==> src/core/pmd_pkg.sv <==
// Constants, register layouts and carrier types for the peripheral disable bank
package pmd_pkg;

    localparam int REG_COUNT = 5;
    localparam int ADDR_W = 3;
    localparam int DATA_W = 8;

    localparam logic [ADDR_W-1:0] TIMER_OSC_IDX = 3'h0;
    localparam logic [ADDR_W-1:0] ANALOG_IDX = 3'h1;
    localparam logic [ADDR_W-1:0] WAVEFORM_IDX = 3'h2;
    localparam logic [ADDR_W-1:0] COMPL_GEN_IDX = 3'h3;
    localparam logic [ADDR_W-1:0] SERIAL_IDX = 3'h4;

    localparam logic [DATA_W-1:0] RESET_VALUE = 8'h00;
    localparam logic [DATA_W-1:0] READ_IDLE = 8'h00;

    // Implemented bits; all others ignore writes and read zero
    localparam logic [DATA_W-1:0] TIMER_OSC_MASK = 8'hff;
    localparam logic [DATA_W-1:0] ANALOG_MASK = 8'h67;
    localparam logic [DATA_W-1:0] WAVEFORM_MASK = 8'hff;
    localparam logic [DATA_W-1:0] COMPL_GEN_MASK = 8'he0;
    localparam logic [DATA_W-1:0] SERIAL_MASK = 8'h37;

    typedef struct packed {
        logic [ADDR_W-1:0] addr;
        logic [DATA_W-1:0] wdata;
        logic wr;
        logic rd;
    } bus_req_t;

    typedef struct packed {
        logic numeric_osc_off;
        logic timer6_off;
        logic timer5_off;
        logic timer4_off;
        logic timer3_off;
        logic timer2_off;
        logic timer1_off;
        logic timer0_off;
    } timer_osc_reg_t;

    typedef struct packed {
        logic unused7;
        logic dac_unit_off;
        logic adc_unit_off;
        logic [1:0] unused4_3;
        logic comparator2_off;
        logic comparator1_off;
        logic zero_cross_off;
    } analog_reg_t;

    typedef struct packed {
        logic pwm_unit8_off;
        logic pwm_unit7_off;
        logic pwm_unit6_off;
        logic pwm_unit5_off;
        logic capcomp4_off;
        logic capcomp3_off;
        logic capcomp2_off;
        logic capcomp1_off;
    } waveform_reg_t;

    typedef struct packed {
        logic compl_gen3_off;
        logic compl_gen2_off;
        logic compl_gen1_off;
        logic [4:0] unused4_0;
    } compl_gen_reg_t;

    typedef struct packed {
        logic [1:0] unused7_6;
        logic uart_second_off;
        logic uart_first_off;
        logic unused3;
        logic spi_port_off;
        logic i2c_second_off;
        logic i2c_first_off;
    } serial_reg_t;

    // One bit per peripheral, high while that peripheral is shut off
    typedef struct packed {
        timer_osc_reg_t timers;
        logic dac_unit_off;
        logic adc_unit_off;
        logic comparator2_off;
        logic comparator1_off;
        logic zero_cross_off;
        waveform_reg_t waves;
        logic compl_gen3_off;
        logic compl_gen2_off;
        logic compl_gen1_off;
        logic uart_second_off;
        logic uart_first_off;
        logic spi_port_off;
        logic i2c_second_off;
        logic i2c_first_off;
    } periph_gate_t;

    localparam periph_gate_t GATE_IDLE = '0;

endpackage

==> src/core/periph_disable_bank.sv <==
// Peripheral module disable bank: five control registers and per-peripheral gate outputs
`timescale 1ns/10ps
module periph_disable_bank (
    input wire logic clk_in,
    input wire logic rst_n_in,
    input wire pmd_pkg::bus_req_t bus_req_in,
    input wire logic zero_cross_fuse_in,
    output logic [pmd_pkg::DATA_W-1:0] rdata_out,
    output pmd_pkg::periph_gate_t clock_stop_out,
    output pmd_pkg::periph_gate_t reset_hold_out,
    output pmd_pkg::periph_gate_t sfr_block_out
);

    logic [pmd_pkg::DATA_W-1:0] ctrl [pmd_pkg::REG_COUNT];
    logic zcd_forced;
    pmd_pkg::timer_osc_reg_t timer_reg;
    pmd_pkg::analog_reg_t analog_reg;
    pmd_pkg::waveform_reg_t wave_reg;
    pmd_pkg::compl_gen_reg_t compl_reg;
    pmd_pkg::serial_reg_t serial_reg;
    pmd_pkg::periph_gate_t next_gate;
    logic [pmd_pkg::DATA_W-1:0] next_rdata;

    function automatic logic reg_hit(input logic [pmd_pkg::ADDR_W-1:0] addr);
        reg_hit = (addr <= pmd_pkg::SERIAL_IDX);
    endfunction

    function automatic logic [pmd_pkg::DATA_W-1:0] reg_mask(
        input logic [pmd_pkg::ADDR_W-1:0] addr);
        case (addr)
            pmd_pkg::TIMER_OSC_IDX: begin
                reg_mask = pmd_pkg::TIMER_OSC_MASK;
            end
            pmd_pkg::ANALOG_IDX: begin
                reg_mask = pmd_pkg::ANALOG_MASK;
            end
            pmd_pkg::WAVEFORM_IDX: begin
                reg_mask = pmd_pkg::WAVEFORM_MASK;
            end
            pmd_pkg::COMPL_GEN_IDX: begin
                reg_mask = pmd_pkg::COMPL_GEN_MASK;
            end
            pmd_pkg::SERIAL_IDX: begin
                reg_mask = pmd_pkg::SERIAL_MASK;
            end
            default: begin
                reg_mask = pmd_pkg::READ_IDLE;
            end
        endcase
    endfunction

    // Fuse level comes from outside the clock domain
    pin_sync3 u_fuse_sync (
        .clk_in(clk_in),
        .rst_n_in(rst_n_in),
        .pin_in(zero_cross_fuse_in),
        .level_out(zcd_forced)
    );

    // Control registers, masked on write
    for (genvar g = 0; g < pmd_pkg::REG_COUNT; g++) begin : g_ctrl
        always_ff @(posedge clk_in) begin
            if (!rst_n_in) begin
                ctrl[g] <= pmd_pkg::RESET_VALUE;
            end else if (bus_req_in.wr && bus_req_in.addr == pmd_pkg::ADDR_W'(g)) begin
                ctrl[g] <= bus_req_in.wdata & reg_mask(pmd_pkg::ADDR_W'(g));
            end
        end
    end

    // Read data stands for the cycle after the read strobe only
    always_comb begin
        next_rdata = pmd_pkg::READ_IDLE;
        if (bus_req_in.rd && reg_hit(bus_req_in.addr)) begin
            next_rdata = ctrl[bus_req_in.addr] & reg_mask(bus_req_in.addr);
        end
    end

    always_ff @(posedge clk_in) begin
        if (!rst_n_in) begin
            rdata_out <= pmd_pkg::READ_IDLE;
        end else begin
            rdata_out <= next_rdata;
        end
    end

    assign timer_reg = pmd_pkg::timer_osc_reg_t'(ctrl[pmd_pkg::TIMER_OSC_IDX]);
    assign analog_reg = pmd_pkg::analog_reg_t'(ctrl[pmd_pkg::ANALOG_IDX]);
    assign wave_reg = pmd_pkg::waveform_reg_t'(ctrl[pmd_pkg::WAVEFORM_IDX]);
    assign compl_reg = pmd_pkg::compl_gen_reg_t'(ctrl[pmd_pkg::COMPL_GEN_IDX]);
    assign serial_reg = pmd_pkg::serial_reg_t'(ctrl[pmd_pkg::SERIAL_IDX]);

    // Map register bits onto the per-peripheral gate vector
    always_comb begin
        next_gate = pmd_pkg::GATE_IDLE;
        next_gate.timers = timer_reg;
        next_gate.dac_unit_off = analog_reg.dac_unit_off;
        next_gate.adc_unit_off = analog_reg.adc_unit_off;
        next_gate.comparator2_off = analog_reg.comparator2_off;
        next_gate.comparator1_off = analog_reg.comparator1_off;
        next_gate.zero_cross_off = analog_reg.zero_cross_off & ~zcd_forced;
        next_gate.waves = wave_reg;
        next_gate.compl_gen3_off = compl_reg.compl_gen3_off;
        next_gate.compl_gen2_off = compl_reg.compl_gen2_off;
        next_gate.compl_gen1_off = compl_reg.compl_gen1_off;
        next_gate.uart_second_off = serial_reg.uart_second_off;
        next_gate.uart_first_off = serial_reg.uart_first_off;
        next_gate.spi_port_off = serial_reg.spi_port_off;
        next_gate.i2c_second_off = serial_reg.i2c_second_off;
        next_gate.i2c_first_off = serial_reg.i2c_first_off;
    end

    // Clock suspend per peripheral
    always_ff @(posedge clk_in) begin
        if (!rst_n_in) begin
            clock_stop_out <= pmd_pkg::GATE_IDLE;
        end else begin
            clock_stop_out <= next_gate;
        end
    end

    // Reset hold; release returns the peripheral to its power-on state
    always_ff @(posedge clk_in) begin
        if (!rst_n_in) begin
            reset_hold_out <= pmd_pkg::GATE_IDLE;
        end else begin
            reset_hold_out <= next_gate;
        end
    end

    // SFR blocking: writes dropped and reads forced to zero by the peripheral bus
    always_ff @(posedge clk_in) begin
        if (!rst_n_in) begin
            sfr_block_out <= pmd_pkg::GATE_IDLE;
        end else begin
            sfr_block_out <= next_gate;
        end
    end

    // Helper views for the checks below
    pmd_pkg::timer_osc_reg_t w_timer;
    pmd_pkg::analog_reg_t w_analog;
    pmd_pkg::waveform_reg_t w_wave;
    pmd_pkg::compl_gen_reg_t w_compl;
    pmd_pkg::serial_reg_t w_serial;
    logic [pmd_pkg::DATA_W-1:0] w_mask;

    assign w_timer = pmd_pkg::timer_osc_reg_t'(bus_req_in.wdata);
    assign w_analog = pmd_pkg::analog_reg_t'(bus_req_in.wdata);
    assign w_wave = pmd_pkg::waveform_reg_t'(bus_req_in.wdata);
    assign w_compl = pmd_pkg::compl_gen_reg_t'(bus_req_in.wdata);
    assign w_serial = pmd_pkg::serial_reg_t'(bus_req_in.wdata);
    assign w_mask = reg_mask(bus_req_in.addr);

    a_osc_gate_follow: assert property (
        @(posedge clk_in) disable iff (!rst_n_in)
        (bus_req_in.wr && bus_req_in.addr == pmd_pkg::TIMER_OSC_IDX)
        |-> ##2 (clock_stop_out.timers.numeric_osc_off == $past(w_timer.numeric_osc_off, 2)))
        else $error("numeric oscillator gate does not follow its write");

    a_timer_gate_follow: assert property (
        @(posedge clk_in) disable iff (!rst_n_in)
        (bus_req_in.wr && bus_req_in.addr == pmd_pkg::TIMER_OSC_IDX)
        |-> ##2 (clock_stop_out.timers.timer6_off == $past(w_timer.timer6_off, 2)
            && reset_hold_out.timers.timer0_off == $past(w_timer.timer0_off, 2)))
        else $error("timer gates do not follow their write");

    a_dac_adc_gate: assert property (
        @(posedge clk_in) disable iff (!rst_n_in)
        (bus_req_in.wr && bus_req_in.addr == pmd_pkg::ANALOG_IDX)
        |-> ##2 (clock_stop_out.dac_unit_off == $past(w_analog.dac_unit_off, 2)
            && clock_stop_out.adc_unit_off == $past(w_analog.adc_unit_off, 2)))
        else $error("converter gates do not follow their write");

    a_cmp_gate_follow: assert property (
        @(posedge clk_in) disable iff (!rst_n_in)
        (bus_req_in.wr && bus_req_in.addr == pmd_pkg::ANALOG_IDX)
        |-> ##2 (sfr_block_out.comparator2_off == $past(w_analog.comparator2_off, 2)
            && sfr_block_out.comparator1_off == $past(w_analog.comparator1_off, 2)))
        else $error("comparator gates do not follow their write");

    a_zcd_fuse_wins: assert property (
        @(posedge clk_in) disable iff (!rst_n_in)
        zcd_forced |=> !clock_stop_out.zero_cross_off)
        else $error("zero-cross shut off while the fuse forces it on");

    a_zcd_gate_follow: assert property (
        @(posedge clk_in) disable iff (!rst_n_in)
        (!zcd_forced && analog_reg.zero_cross_off) |=> clock_stop_out.zero_cross_off)
        else $error("zero-cross gate missing while its bit is set");

    a_unimpl_read_zero: assert property (
        @(posedge clk_in) disable iff (!rst_n_in)
        bus_req_in.rd |=> ((rdata_out & ~$past(w_mask)) == pmd_pkg::READ_IDLE))
        else $error("unimplemented bit reads as one");

    a_unimpl_write_drop: assert property (
        @(posedge clk_in) disable iff (!rst_n_in)
        bus_req_in.wr |=> ((ctrl[$past(bus_req_in.addr)] & ~$past(w_mask))
            == pmd_pkg::READ_IDLE) || !$past(reg_hit(bus_req_in.addr)))
        else $error("unimplemented bit took a write");

    a_pwm_gate_follow: assert property (
        @(posedge clk_in) disable iff (!rst_n_in)
        (bus_req_in.wr && bus_req_in.addr == pmd_pkg::WAVEFORM_IDX)
        |-> ##2 (clock_stop_out.waves.pwm_unit8_off == $past(w_wave.pwm_unit8_off, 2)
            && clock_stop_out.waves.pwm_unit5_off == $past(w_wave.pwm_unit5_off, 2)))
        else $error("PWM gates do not follow their write");

    a_ccp_gate_follow: assert property (
        @(posedge clk_in) disable iff (!rst_n_in)
        (bus_req_in.wr && bus_req_in.addr == pmd_pkg::WAVEFORM_IDX)
        |-> ##2 (reset_hold_out.waves.capcomp4_off == $past(w_wave.capcomp4_off, 2)
            && reset_hold_out.waves.capcomp1_off == $past(w_wave.capcomp1_off, 2)))
        else $error("capture/compare gates do not follow their write");

    a_cwg_gate_follow: assert property (
        @(posedge clk_in) disable iff (!rst_n_in)
        (bus_req_in.wr && bus_req_in.addr == pmd_pkg::COMPL_GEN_IDX)
        |-> ##2 (clock_stop_out.compl_gen3_off == $past(w_compl.compl_gen3_off, 2)
            && clock_stop_out.compl_gen1_off == $past(w_compl.compl_gen1_off, 2)))
        else $error("complementary generator gates do not follow their write");

    a_uart_gate_follow: assert property (
        @(posedge clk_in) disable iff (!rst_n_in)
        (bus_req_in.wr && bus_req_in.addr == pmd_pkg::SERIAL_IDX)
        |-> ##2 (clock_stop_out.uart_second_off == $past(w_serial.uart_second_off, 2)
            && clock_stop_out.uart_first_off == $past(w_serial.uart_first_off, 2)))
        else $error("UART gates do not follow their write");

    a_spi_gate_follow: assert property (
        @(posedge clk_in) disable iff (!rst_n_in)
        (bus_req_in.wr && bus_req_in.addr == pmd_pkg::SERIAL_IDX)
        |-> ##2 (sfr_block_out.spi_port_off == $past(w_serial.spi_port_off, 2)))
        else $error("SPI gate does not follow its write");

    a_i2c_gate_follow: assert property (
        @(posedge clk_in) disable iff (!rst_n_in)
        (bus_req_in.wr && bus_req_in.addr == pmd_pkg::SERIAL_IDX)
        |-> ##2 (sfr_block_out.i2c_second_off == $past(w_serial.i2c_second_off, 2)
            && sfr_block_out.i2c_first_off == $past(w_serial.i2c_first_off, 2)))
        else $error("I2C gates do not follow their write");

    a_reset_clears_all: assert property (
        @(posedge clk_in)
        !rst_n_in |=> (clock_stop_out == pmd_pkg::GATE_IDLE
            && reset_hold_out == pmd_pkg::GATE_IDLE && sfr_block_out == pmd_pkg::GATE_IDLE
            && ctrl[pmd_pkg::ANALOG_IDX] == pmd_pkg::RESET_VALUE
            && rdata_out == pmd_pkg::READ_IDLE && timer_reg == pmd_pkg::RESET_VALUE))
        else $error("reset left a disable bit or read data set");

    a_write_read_back: assert property (
        @(posedge clk_in) disable iff (!rst_n_in)
        (bus_req_in.wr && reg_hit(bus_req_in.addr)) ##1
        (bus_req_in.rd && bus_req_in.addr == $past(bus_req_in.addr))
        |=> (rdata_out == ($past(bus_req_in.wdata, 2) & $past(w_mask, 2))))
        else $error("read-back differs from the value written");

    a_gates_agree: assert property (
        @(posedge clk_in) disable iff (!rst_n_in)
        (clock_stop_out == reset_hold_out) && (reset_hold_out == sfr_block_out))
        else $error("clock, reset and SFR gates disagree");

    a_gate_one_edge: assert property (
        @(posedge clk_in) disable iff (!rst_n_in)
        $changed(reset_hold_out) |-> $past(next_gate) != $past(next_gate, 2))
        else $error("gate changed without a register change one edge before");

    a_unmapped_read_zero: assert property (
        @(posedge clk_in) disable iff (!rst_n_in)
        (bus_req_in.rd && !reg_hit(bus_req_in.addr)) |=> (rdata_out == pmd_pkg::READ_IDLE))
        else $error("unmapped address read back nonzero");

    a_unmapped_write_keep: assert property (
        @(posedge clk_in) disable iff (!rst_n_in)
        (bus_req_in.wr && !reg_hit(bus_req_in.addr))
        |=> ($stable(ctrl[pmd_pkg::TIMER_OSC_IDX]) && $stable(ctrl[pmd_pkg::ANALOG_IDX])
            && $stable(ctrl[pmd_pkg::WAVEFORM_IDX]) && $stable(ctrl[pmd_pkg::COMPL_GEN_IDX])
            && $stable(ctrl[pmd_pkg::SERIAL_IDX])))
        else $error("write to an unmapped address changed a register");

    a_read_idle_zero: assert property (
        @(posedge clk_in) disable iff (!rst_n_in)
        !bus_req_in.rd |=> (rdata_out == pmd_pkg::READ_IDLE))
        else $error("read data present without a read strobe");

    a_zcd_gate_clear: assert property (
        @(posedge clk_in) disable iff (!rst_n_in)
        !analog_reg.zero_cross_off |=> !clock_stop_out.zero_cross_off)
        else $error("zero-cross gate set while its bit is clear");

    a_regs_hold_idle: assert property (
        @(posedge clk_in) disable iff (!rst_n_in)
        !bus_req_in.wr
        |=> ($stable(ctrl[pmd_pkg::TIMER_OSC_IDX]) && $stable(ctrl[pmd_pkg::ANALOG_IDX])
            && $stable(ctrl[pmd_pkg::WAVEFORM_IDX]) && $stable(ctrl[pmd_pkg::COMPL_GEN_IDX])
            && $stable(ctrl[pmd_pkg::SERIAL_IDX])))
        else $error("register changed without a write");

    a_timer_full_map: assert property (
        @(posedge clk_in) disable iff (!rst_n_in)
        clock_stop_out.timers == $past(timer_reg))
        else $error("timer and oscillator gates do not match their register");

    a_analog_full_map: assert property (
        @(posedge clk_in) disable iff (!rst_n_in)
        reset_hold_out.dac_unit_off == $past(analog_reg.dac_unit_off)
            && reset_hold_out.adc_unit_off == $past(analog_reg.adc_unit_off)
            && reset_hold_out.comparator2_off == $past(analog_reg.comparator2_off)
            && reset_hold_out.comparator1_off == $past(analog_reg.comparator1_off))
        else $error("converter and comparator gates do not match their register");

    a_wave_full_map: assert property (
        @(posedge clk_in) disable iff (!rst_n_in)
        reset_hold_out.waves == $past(wave_reg))
        else $error("PWM and capture/compare gates do not match their register");

    a_cwg_full_map: assert property (
        @(posedge clk_in) disable iff (!rst_n_in)
        sfr_block_out.compl_gen3_off == $past(compl_reg.compl_gen3_off)
            && sfr_block_out.compl_gen2_off == $past(compl_reg.compl_gen2_off)
            && sfr_block_out.compl_gen1_off == $past(compl_reg.compl_gen1_off))
        else $error("complementary generator gates do not match their register");

    a_serial_full_map: assert property (
        @(posedge clk_in) disable iff (!rst_n_in)
        clock_stop_out.uart_second_off == $past(serial_reg.uart_second_off)
            && clock_stop_out.uart_first_off == $past(serial_reg.uart_first_off)
            && clock_stop_out.spi_port_off == $past(serial_reg.spi_port_off)
            && clock_stop_out.i2c_second_off == $past(serial_reg.i2c_second_off)
            && clock_stop_out.i2c_first_off == $past(serial_reg.i2c_first_off))
        else $error("serial port gates do not match their register");

endmodule // periph_disable_bank

==> src/core/pin_sync3.sv <==
// Three-stage input synchroniser that accepts a change once stages two and three agree
`timescale 1ns/10ps
module pin_sync3 (
    input wire logic clk_in,
    input wire logic rst_n_in,
    input wire logic pin_in,
    output logic level_out
);

    logic stage1;
    logic stage2;
    logic stage3;

    always_ff @(posedge clk_in) begin
        if (!rst_n_in) begin
            stage1 <= 1'b0;
            stage2 <= 1'b0;
            stage3 <= 1'b0;
        end else begin
            stage1 <= pin_in;
            stage2 <= stage1;
            stage3 <= stage2;
        end
    end

    // Stage one feeds stage two only
    always_ff @(posedge clk_in) begin
        if (!rst_n_in) begin
            level_out <= 1'b0;
        end else if (stage2 == stage3) begin
            level_out <= stage3;
        end
    end

endmodule // pin_sync3

==> config.mk <==
export PLATFORM = sky130hd
export DESIGN_NAME = periph_disable_bank
export DESIGN_NICKNAME = d
export VERILOG_FILES = /design/src/core/pmd_pkg.sv /design/src/core/periph_disable_bank.sv /design/src/core/pin_sync3.sv
export SDC_FILE = /design/constraint.sdc
export NUM_CORES = 1
export LEC_CHECK = 0
export ABC_AREA = 1
export BUFFER_PORTS_ARGS = -buffer_cell sky130_fd_sc_hd__buf_2
export CAP_MARGIN = 15
export CORE_MARGIN = 2
export CORE_UTILIZATION = 44
export DETAILED_ROUTE_END_ITERATION = 10
export PLACE_DENSITY = 0.79
export RECOVER_POWER = 25
export SYNTH_ARGS = -nofsm -noshare
export SYNTH_HDL_FRONTEND = slang
export SYNTH_SLANG_ARGS = --single-unit
export TNS_END_PERCENT = 10
==> constraint.sdc <==
create_clock -name clk_in -period 1.21 [get_ports clk_in]
set_clock_uncertainty 0.1 [all_clocks]
set_input_delay 0.121 -clock clk_in [delete_from_list [all_inputs] [get_ports clk_in]]
set_output_delay 0.121 -clock clk_in [all_outputs]
set_load 0.02 [all_outputs]
Word level (Yosys, flattened, before mapping). Memories as Yosys holds them, arrays and structs flattened. A register that Yosys moved wholly into a read port is not among the register bits. Cells that the tools add are included.

Bits in latches: 0. Output and inout port bits: 95. Bits in read-only memories: 0. Memories kept: 1. Input port bits: 16. Memory bits (writable): 40. Bits in registers: 17.

Mux-type cells: 23. Eq/ne operators: 5. Add/sub/neg operators: 0. Magnitude comparators: 1. Reductions and logical operators: 13. Shift operators: 0. Divide/modulo/power cells: 0. $mul: 0. Bitwise logic cells: 8.

Memories: ctrl (depth 5, width 8, read ports 6, clocked after Yosys merged registers in 4, wr ports 5, line periph_disable_bank.sv:14) `logic [pmd_pkg::DATA_W-1:0] ctrl [pmd_pkg::REG_COUNT];`.

Operators by type and width (number): $mux W8 (6); $pmux W8 S4 (1); $mux W1 (16); $and A8 B8 Y8 (1); $eq A3 B2 Y1 const B (2); $logic_and A1 B1 Y1 (6); $or A1 B1 Y1 (5); $logic_not A1 Y1 (4); $eq A3 B1 Y1 const B (1); $eq A3 B3 Y1 const B (1); $le A3 B3 Y1 const B (1); $logic_not A3 Y1 (1); $reduce_and A2 Y1 (1); $reduce_or A2 Y1 (1); $and A1 B1 Y1 (1); $eq A1 B1 Y1 (1); $not A1 Y1 (1).

Logic depth before layout (Yosys ltp). Gate-level depths: netlist (run 1).

Word-level depth: 6. Gate-level depth with buffers: 7.

Cells and area by module. A second synthesis (run 1) with hierarchy kept.

Cell total of the unflattened synthesis: 346. Area, all modules: 3045.4 µm².

Modules (own cells, without submodules): periph_disable_bank (area each 2929.1 µm², seq. area each 1611.5 µm², cells an instance 333, instances 1); pin_sync3 (area each 116.4 µm², seq. area each 80.1 µm², cells an instance 13, instances 1).

Worst setup path after synthesis (run 1). No wires, ideal clock.

Path type: input-to-reg. Start: input bus_req_in[11] in the netlist's numbering. End: memory ctrl[0][0] in the netlist's numbering, enable pin. Required time: 781 ps. Path slack: -39 ps. Stages on the path: 5. Buffers on the path: 2. Library setup time: 329 ps. Arrival: 820 ps. Cells stage by stage: buf_2 nor2_4 buf_6 nand2_1 nand2_1.

RTL lines: from (decl) (line periph_disable_bank.sv:6) `input wire pmd_pkg::bus_req_t bus_req_in,`; to (decl) (line periph_disable_bank.sv:14).

==> results by group, run 1 <==
Outcome
  • Status: finished, final reports clean

Yosys
  • Post-synth top area share: 29.16%
  • Post-synthesis register bit count: 70
  • Adder-Cell Fraction of Synth Area: 0%
  • Ys Warns: 0
  • Main combinational cell family by area after synthesis: buffers and inverters
  • Library cells used by synthesis: 21
  • Post-synthesis compound-gate area fraction: 2.639%
  • Sequential area share after synthesis: 56.64%
  • Post-synthesis mux area share: 0%
  • Synthesized area: 2987 µm²
  • Mapped Avg Cell Area: 8.969 µm²
  • Net Count, Synth: 349
  • Xor-xnor portion of the synthesized cell area: 0%
  • Ranking of synthesized cells by area: edfxtp_1 29%, dfxtp_1 27%, buf_4 15%
  • Post-synthesis simple-gate area fraction: 17.72%
  • Area leader, netlist: edfxtp_1
  • Post-Synthesis Cells: 333

CTS
  • Worst-Skew Late Latency: 0.33 ns
  • Htree depth: 3
  • Clock sink total: 70
  • Clock slew at reported path FFs: 0.07 ns
  • Postcts setup bufs: 0
  • Cts bufs inserted: 9
  • CTS root buffer: clkbuf_8
  • Post-cts gate resize count: 0
  • CTS tree: built
  • Max clock buf depth: 2

Detailed routing
  • Total routed wirelength: 5652 µm
  • Wire per inst: 11.56 µm
  • Remaining antenna violation count: 0
  • Vias: 2,165
  • Residual DRC: 0
  • Pre-antenna DRT Iters: 4
  • Detailed Route Iter0 Violations: 183
  • Routed vias/inst: 4.427

Finish
  • Post-Layout Cell Count: 489
  • Fillers: 617
  • NumNets Final: 422
  • Layout cells sized above 1: 35.21%
  • Area growth syn-to-layout: 15.67%
  • Inserted Diodes: 0

Placed design
  • Post-Place Cells: 474
  • Dpl hpwl: 4559 µm
  • Port Buffers: 110
  • RD Place Congestion: 0.9007
  • Place WS: -0.01961 ns

GRT
  • Initial antenna violation count: 0
  • First-pass GRT wire length: 9018 µm
  • Gr usage total: 15.66%
  • Largest net degree at the start of global routing: 31
  • Number of global-route vias before repair: 1,989
  • GRT Residual Overflow: 0

Floorplan
  • Die Y: 86.39 µm
  • Io pins: 111
  • Number of cell rows: 30
  • Core region area: 6681 µm²
  • Chip Width: 86.39 µm
  • Die area: 7462 µm²
  • Starting Density: 44.70%

Timing
  • Worst rel slew slack: 79.97%
  • Slew @ Worst Pin: 0.2996 ns
  • Fin crit share: 88.88%
  • Post-route setup slack: 0.1346 ns
  • Fmax: 0.9299 GHz
  • Minimum clock period: 1.075 ns
  • Number of setup violations in the final report: 0
  • Max-slew violations: 0
  • Unrepaired setup endpoints after global routing: false
  • Hold Fails Final Rpt: 0

Critical path
  • Cell family with most CP delay: flip-flops
  • R2R cell count: 3
  • Critical path cell sequence: or2_2, nand3_1, a21oi_1
  • Crit path max fanout: 2
  • CP arrival: 1.19 ns
  • Buffers & Inverters on Critical Path: 0
  • Slowest stage cell, crit path: edfxtp_1
  • WP depth: 3
  • CP max stage delay: 0.41 ns
  • CP required: 1.33 ns
  • CP Class: register to register
  • Worst Setup End Kind: register
  • Startpoint Class: register

Power
  • Max rail drop VDD: 0.4073 mV
  • Logic pwr share: 14.8%
  • Leakage: 1.973 nW
  • Switching part of the total: 26.75%
  • Power share of the sequential group: 55.3%
  • Sw power: 1.293 mW
  • Clock power frac: 29.9%
  • Power per Cell Area: 1399 nW/µm²
  • P_int: 3.540 mW

Min path
  • Path type of the worst min-delay path: input port to register
  • Hold path depth: 3

Flow run
  • Max_cap viols: 0
-- final timing paths --
kind	end	from	slack, ns
setup / recovery	rdata_out[5]	ctrl[2][5]	0.13
hold / removal	ctrl[0][3]	bus_req_in[5]	0.02
setup reg to reg	rdata_out[5]	ctrl[2][5]	0.13
hold reg to reg	u_fuse_sync.stage2	u_fuse_sync.stage1	0.32
-- synthesized netlist by cell type --
master and n:
dfxtp_1 41, inv_2 3, buf_2 3, a22oi_1 1, nor2_1 37, buf_6 1, nand3_1 12, buf_1 3
inv_1 54, edfxtp_1 29, o21ai_0 2, o211ai_1 3, nor2_4 1, a21oi_1 6, nand2_1 70, nand3_2 2
nor2_2 4, o2bb2ai_1 1, nor3_1 1, buf_4 58, or2_2 1
-- metrics by stage --
step                util (%)  setup TNS, ns  hold WS, ns  power, mW  instance area [µm²]
finish                 51.70              0      0.01556      4.834                 3455
global route           51.70              0      0.02102      5.071                 3455
CTS                    51.89              0     0.006518      4.883                 3467
detailed placement     49.57       -0.09782       0.2146      3.447                 3312
global placement       49.57              0       0.2076      3.434                 3312
floorplan                  -              0      0.09951      3.285                 2989
-- layout make-up --
cell class,count,area (µm²),area share [%]
Tap cell,80,100.1,2.898
Inverter,57,214.0,6.193
Multi-Input combinational cell,141,603.1,17.46
Sequential cell,70,1692,48.97
Clock buffer,11,131.4,3.803
Clock inverter,3,13.76,0.3984
Timing Repair Buffer,127,700.7,20.28
-- power groups by stage --
| stage | clock network, mW | logic, mW | registers (mW) |
|---|---|---|---|
| 5_1_grt | 1.61 | 0.776 | 2.69 |
| 6_report | 1.44 | 0.715 | 2.67 |
| 2_1_floorplan | 0 | 0.495 | 2.79 |
| 3_5_place_dp | 0 | 0.720 | 2.73 |
| 4_1_cts | 1.48 | 0.725 | 2.67 |
| 3_3_place_gp | 0 | 0.714 | 2.72 |
-- sequential cells by signal, indices dropped and copies added, names as in the netlist --
signal                 cells
sfr_block_out             29
u_fuse_sync.stage2         1
rdata_out                  8
u_fuse_sync.level_out      1
u_fuse_sync.stage3         1
u_fuse_sync.stage1         1
ctrl                      29
-- timing repair --
action | CTS | global route
hold buffers | 1 | 0
setup endpoints to repair | 0 | 0
endpoints found under the hold margin | 1 | 0
-- placed cells by master (no fill, tap or decap), types with 2 or more instances in the layout --
cell / synthesis / layout
a21oi_1: 6 / 6
buf_12: 0 / 2
buf_2: 3 / 108
buf_4: 58 / 13
clkbuf_1: 0 / 4
clkbuf_8: 0 / 9
clkinv_2: 0 / 2
dfxtp_1: 41 / 41
edfxtp_1: 29 / 29
inv_1: 54 / 55
inv_2: 3 / 2
nand2_1: 70 / 69
nand3_1: 12 / 13
nor2_1: 37 / 38
nor2_2: 4 / 3
o211ai_1: 3 / 3
o21ai_0: 2 / 2
-- tightest hold or removal path, delay by kind of cell --
family                 cells  cell delay (ns)
buffers and inverters      2             0.12
AND/OR/NAND/NOR            1             0.09
-- logic make-up after synthesis --
group,count (synthesis)
AO/OA/AOI/OAI,13
buffers and inverters,122
flip-flops,70
AND/OR/NAND/NOR,128
-- layer usage --
metal | global-route usage [%] | wire (µm) | vias up
met2 | 26.64 | 2820 | 108
met4 | 6.818 | 53 | 0
met5 | 0 | 0 | -
met1 | 18.85 | 2334 | 962
li1 | - | - | 1089
met3 | 3.810 | 443 | 6
(Power assumes the default switching activity.)
==> run 2, diff against run 1 <==
Settings changed: CTS_BUF_LIST from default to sky130_fd_sc_hd__clkbuf_8.
==> run 2 against run 1 <==
  * Register-to-register slack barely moved
  * Largest power group unchanged
  * Sequential cell count did not move
  * First-iteration DRC count rose by 1.6%
  * Cell count did not move
  * Critical path type unchanged
  * Combinational power barely moved
  * Critical endpoint unchanged
  * Die area did not move
==> results by group, run 2 (synthesis gave the netlist of run 1 again) <==
Detailed routing
  • Pre-antenna DRT Iters: 4
  • Top Layer Used: met4
  • Wire per inst: 11.49 µm
  • Remaining antenna violation count: 0
  • Detailed Route Iter0 Violations: 186
  • Vias: 2,157
  • Routed vias/inst: 4.411
  • WL met3: 439 µm
  • Total routed wirelength: 5621 µm
  • M1 WL: 2314 µm
  • Residual DRC: 0
  • WL met2: 2785 µm

Placed design
  • RD Place Congestion: 0.9007
  • Port Buffers: 110
  • Post-Place Cells: 474
  • Dpl hpwl: 4559 µm

Power
  • Power share of the sequential group: 55.5%
  • Clock power frac: 29.7%
  • Logic pwr share: 14.8%
  • Max rail drop VDD: 0.4076 mV
  • Leakage: 1.981 nW
  • Power per Cell Area: 1395 nW/µm²
  • P_int: 3.523 mW
  • Switching part of the total: 26.89%
  • Sw power: 1.296 mW
  • Power, Total: 4.819 mW

CTS
  • Max clock buf depth: 2
  • CTS tree: built
  • Htree depth: 3
  • Cts bufs inserted: 9
  • Clock sink total: 70
  • CTS root buffer: clkbuf_8
  • Clock slew at reported path FFs: 0.07 ns
  • Worst-Skew Late Latency: 0.33 ns
  • Postcts setup bufs: 0

Timing
  • Fmax: 0.9293 GHz
  • Unrepaired setup endpoints after global routing: false
  • Hold Fails Final Rpt: 0
  • Max-slew violations: 0
  • Post-Route Setup TNS: 0 ns
  • Minimum clock period: 1.076 ns
  • Slew @ Worst Pin: 0.2967 ns
  • Fin crit share: 88.93%
  • Worst rel slew slack: 80.16%
  • Number of setup violations in the final report: 0

Outcome
  • Status: finished, final reports clean

Critical path
  • CP required: 1.33 ns
  • R2R cell count: 3
  • Startpoint Class: register
  • CP arrival: 1.20 ns
  • Crit path max fanout: 2
  • Reg2reg setup slack: 0.13 ns
  • CP Class: register to register
  • R2R Path Start: ctrl[2][5]
  • Worst Setup End Kind: register
  • FF-to-FF End: rdata_out[5]

Finish
  • Most frequent cells in the layout: 108 x buf_2, 69 x nand2_1, 57 x inv_1
  • NumNets Final: 422
  • Area growth syn-to-layout: 15.67%
  • Most common cell after layout, fill and taps aside: buf_2
  • Largest registers: ctrl x29, sfr_block_out x29, rdata_out x8
  • Inserted Diodes: 0
  • Layout cells sized above 1: 35.21%
  • Post-Layout Cell Count: 489

Floorplan
  • Core region area: 6681 µm²
  • Number of cell rows: 30
  • Die area: 7462 µm²
  • Starting Density: 44.70%
  • Chip Width: 86.39 µm
  • Io pins: 111
  • Die Y: 86.39 µm

Min path
  • Hold path depth: 3
  • WHS Endpoint: ctrl[0][3]
  • Path type of the worst min-delay path: input port to register
  • Hold_sp: bus_req_in[5]

GRT
  • First-pass GRT wire length: 9018 µm
  • Number of global-route vias before repair: 1,989
  • GRT Residual Overflow: 0
  • Initial antenna violation count: 0
  • Gr usage total: 15.66%
  • Largest net degree at the start of global routing: 31

Flow run
  • Max_cap viols: 0
-- run 2: cell types whose count changed in the layout (fill, tap and decap cells not counted) --
| cell | change |
|---|---|
| inv_1 | +2 |
| clkbuf_1 | -2 |
-- run 2: metrics by stage --
stage                     hold WS, ns  area [µm²]  worst slack (ns)  util [%]
after floorplan               0.09951        2989           0.01014         -
after global placement         0.2076        3312           0.03242     49.57
after detailed placement       0.2146        3312          -0.01961     49.57
after CTS                    0.006077        3467            0.1213     51.89
after global routing          0.02084        3455           0.07562     51.70
final                         0.01239        3455            0.1340     51.70
-- run 2: layout make-up --
cell class              instances  area (µm²)
clock buffers                   9       123.9
clock inverters                 5       21.27
fillers                       617        3227
inverters                      57       214.0
multi-input cells             141       603.1
flip-flops and latches         70        1692
well taps                      80       100.1
repair buffers                127       700.7
-- run 2: critical path, stage by stage (launching register included) --
cell	delay, ns
edfxtp_1	0.41
or2_2	0.32
nand3_1	0.08
a21oi_1	0.06
-- run 2: layer usage --
layer,vias up,track usage [%]
met5,-,0
met4,0,6.818
met3,9,3.810
met2,106,26.64
met1,954,18.85
li1,1088,-
-- run 2: power groups by stage --
stage | Combinational [mW] | Clock, mW | Sequential (mW)
floorplan | 0.495 | 0 | 2.79
global placement | 0.714 | 0 | 2.72
detailed placement | 0.720 | 0 | 2.73
CTS | 0.725 | 1.47 | 2.67
global route | 0.776 | 1.59 | 2.69
finish | 0.714 | 1.43 | 2.67
-- run 2: timing repair --
action / CTS / global route
resized for setup: 0 / 0
endpoints found under the hold margin: 1 / 0
hold buffers: 1 / 0
-- run 2: worst max-delay path by stage --
stage,start,end,slack (ns),depth (start not counted)
final,ctrl[2][5],rdata_out[5],0.13,3
after global placement,bus_req_in[11],ctrl[0][1],0.03,5
after floorplan,rst_n_in,ctrl[2][0],0.01,3
after global routing,ctrl[2][5],rdata_out[5],0.08,3
after detailed placement,bus_req_in[11],ctrl[4][1],-0.02,6
after CTS,sfr_block_out[16],clock_stop_out[16],0.12,1
==> run 3, diff against run 2 <==
--- a/config.mk
+++ b/config.mk
@@ -14,2 +14,4 @@
 export DETAILED_ROUTE_END_ITERATION = 10
+export HOLD_SLACK_MARGIN = 0.05
+export MAX_ROUTING_LAYER = met4
 export PLACE_DENSITY = 0.79
==> constraint.sdc (replaced) <==
create_clock -name clk_in -period 1.21 [get_ports clk_in]
set_clock_uncertainty 0.1 [all_clocks]
set_input_delay 0.1815 -clock clk_in [delete_from_list [all_inputs] [get_ports clk_in]]
set_output_delay 0.1815 -clock clk_in [all_outputs]
set_load 0.02 [all_outputs]
==> run 3 against run 2 <==
  * Combinational power rose by 1%
  * Register-to-register slack got worse by 0.03 ns
  * Critical endpoint is now reset_hold_out[25]
  * Die area did not move
  * Largest cell class unchanged
  * Fmax fell by 8.2%
  * Sequential cell count did not move
  * Utilization rose by 1.6 points
  * Sequential share of layout area fell by 1.5 points
  * Routed wire length rose by 4.3%
  * Via count rose by 0.93%
  * Worst setup slack got worse by 0.096 ns
==> results by group, run 3 (synthesis gave the netlist of run 1 again) <==
Critical path
  • Worst Setup End Kind: primary output
  • Buffers & Inverters on Critical Path: 1
  • CP Class: register to primary output
  • Cell family with most CP delay: flip-flops
  • WP depth: 1
  • Slowest stage cell, crit path: dfxtp_1
  • CP required: 0.93 ns
  • Startpoint Class: register
  • R2R cell count: 3
  • Crit path max fanout: 3
  • CP max stage delay: 0.37 ns
  • CP arrival: 0.89 ns
  • Critical path cell sequence: buf_2

Floorplan
  • Starting Density: 44.70%
  • Io pins: 111
  • Number of cell rows: 30
  • Die Y: 86.39 µm
  • Die area: 7462 µm²
  • Chip Width: 86.39 µm
  • Core region area: 6681 µm²

Finish
  • Final instance area: 3565 µm²
  • Fillers: 615
  • FF+latch area: 1692 µm²
  • Area growth syn-to-layout: 19.35%
  • Area of the multi-input gates: 615.6 µm²
  • Final Util: 53.35%
  • Layout cells sized above 1: 37.29%
  • Most frequent cells in the layout: 110 x buf_2, 68 x nand2_1, 54 x inv_1
  • Inserted Diodes: 0
  • Most common cell after layout, fill and taps aside: buf_2
  • Largest registers: ctrl x29, sfr_block_out x29, rdata_out x8
  • NumNets Final: 424

GRT
  • Largest net degree at the start of global routing: 20
  • Gr usage total: 17.03%
  • Initial antenna violation count: 0
  • First-pass GRT wire length: 9280 µm
  • GRT Residual Overflow: 0
  • Number of global-route vias before repair: 2,012

Detailed routing
  • Vias: 2,177
  • Pre-antenna DRT Iters: 4
  • Detailed Route Iter0 Violations: 125
  • Remaining antenna violation count: 0
  • Routed vias/inst: 4.416
  • Wire per inst: 11.89 µm
  • Residual DRC: 0
  • Total routed wirelength: 5861 µm

CTS
  • Cts bufs inserted: 9
  • Cts hold-fix bufs: 2
  • Worst-Skew Late Latency: 0.35 ns
  • CTS root buffer: clkbuf_8
  • Max clock buf depth: 2
  • Clock sink total: 70
  • CTS tree: built
  • Post-cts gate resize count: 0
  • Htree depth: 3
  • Postcts setup bufs: 0
  • Clock slew at reported path FFs: 0.07 ns

Placed design
  • Port Buffers: 110
  • Place WS: -0.1386 ns
  • RD Place Congestion: 0.8832
  • Dpl hpwl: 4620 µm
  • Placed Area: 3314 µm²

Power
  • Max rail drop VDD: 0.5871 mV
  • Leakage: 2.024 nW
  • Power per Cell Area: 1567 nW/µm²

Timing
  • Minimum clock period: 1.172 ns
  • Hold Fails Final Rpt: 0
  • Fin crit share: 96.88%
  • Worst rel slew slack: 72.97%
  • Slew @ Worst Pin: 0.4039 ns
  • Max-slew violations: 0
  • Unrepaired setup endpoints after global routing: false
  • Fmax: 0.8531 GHz
  • Post-Route Setup TNS: 0 ns
  • Number of setup violations in the final report: 0
  • Post-route setup slack: 0.03777 ns

Outcome
  • Status: finished, final reports clean

Min path
  • Hold path depth: 3
  • Path type of the worst min-delay path: input port to register

Flow run
  • Max_cap viols: 0
## run 3: worst paths after layout
check                                         from                  to  slack (ns)
worst max-delay path             sfr_block_out[25]  reset_hold_out[25]        0.04
worst min register to register  u_fuse_sync.stage1  u_fuse_sync.stage2        0.32
worst min-delay path                bus_req_in[12]        rdata_out[3]        0.05
worst max register to register          ctrl[2][5]        rdata_out[5]        0.10
## run 3: stage by stage
stage	hold slack (ns)	instances	power, mW
floorplan	0.1600	333	3.288
global placement	0.2647	475	3.433
detailed placement	0.2687	475	3.447
CTS	0.05324	493	5.631
global route	0.05900	493	5.820
finish	0.05315	493	5.586
## run 3: worst reg2reg max path, stage by stage (launching register included)
cell and delay (ns):
edfxtp_1 0.42, or2_2 0.32, nand3_1 0.09, a21oi_1 0.07
## run 3: where the power goes
| group | switching, mW | internal [mW] | leakage [nW] |
|---|---|---|---|
| sequential | 0.0795 | 2.59 | 0.619 |
| clock | 0.836 | 1.36 | 0.119 |
| combinational | 0.483 | 0.238 | 1.29 |
| total | 1.40 | 4.19 | 2.02 |
## run 3: final cells by class
type | instances | share of cell area (%)
Clock buffer | 9 | 3.475
Inverter | 57 | 6.002
Timing Repair Buffer | 129 | 19.83
Tap cell | 80 | 2.808
Sequential cell | 70 | 47.46
Clock inverter | 7 | 3.159
Multi-Input combinational cell | 141 | 17.27
## run 3: per-layer routing
layer / share of wire (%) / vias to the layer above / GRT usage (%)
met4: 3.8 / 0 / 11.22
met1: 41 / 956 / 19.36
met5: 0 / - / -
li1: - / 1098 / -
met3: 6.9 / 20 / 3.810
met2: 48 / 103 / 26.92
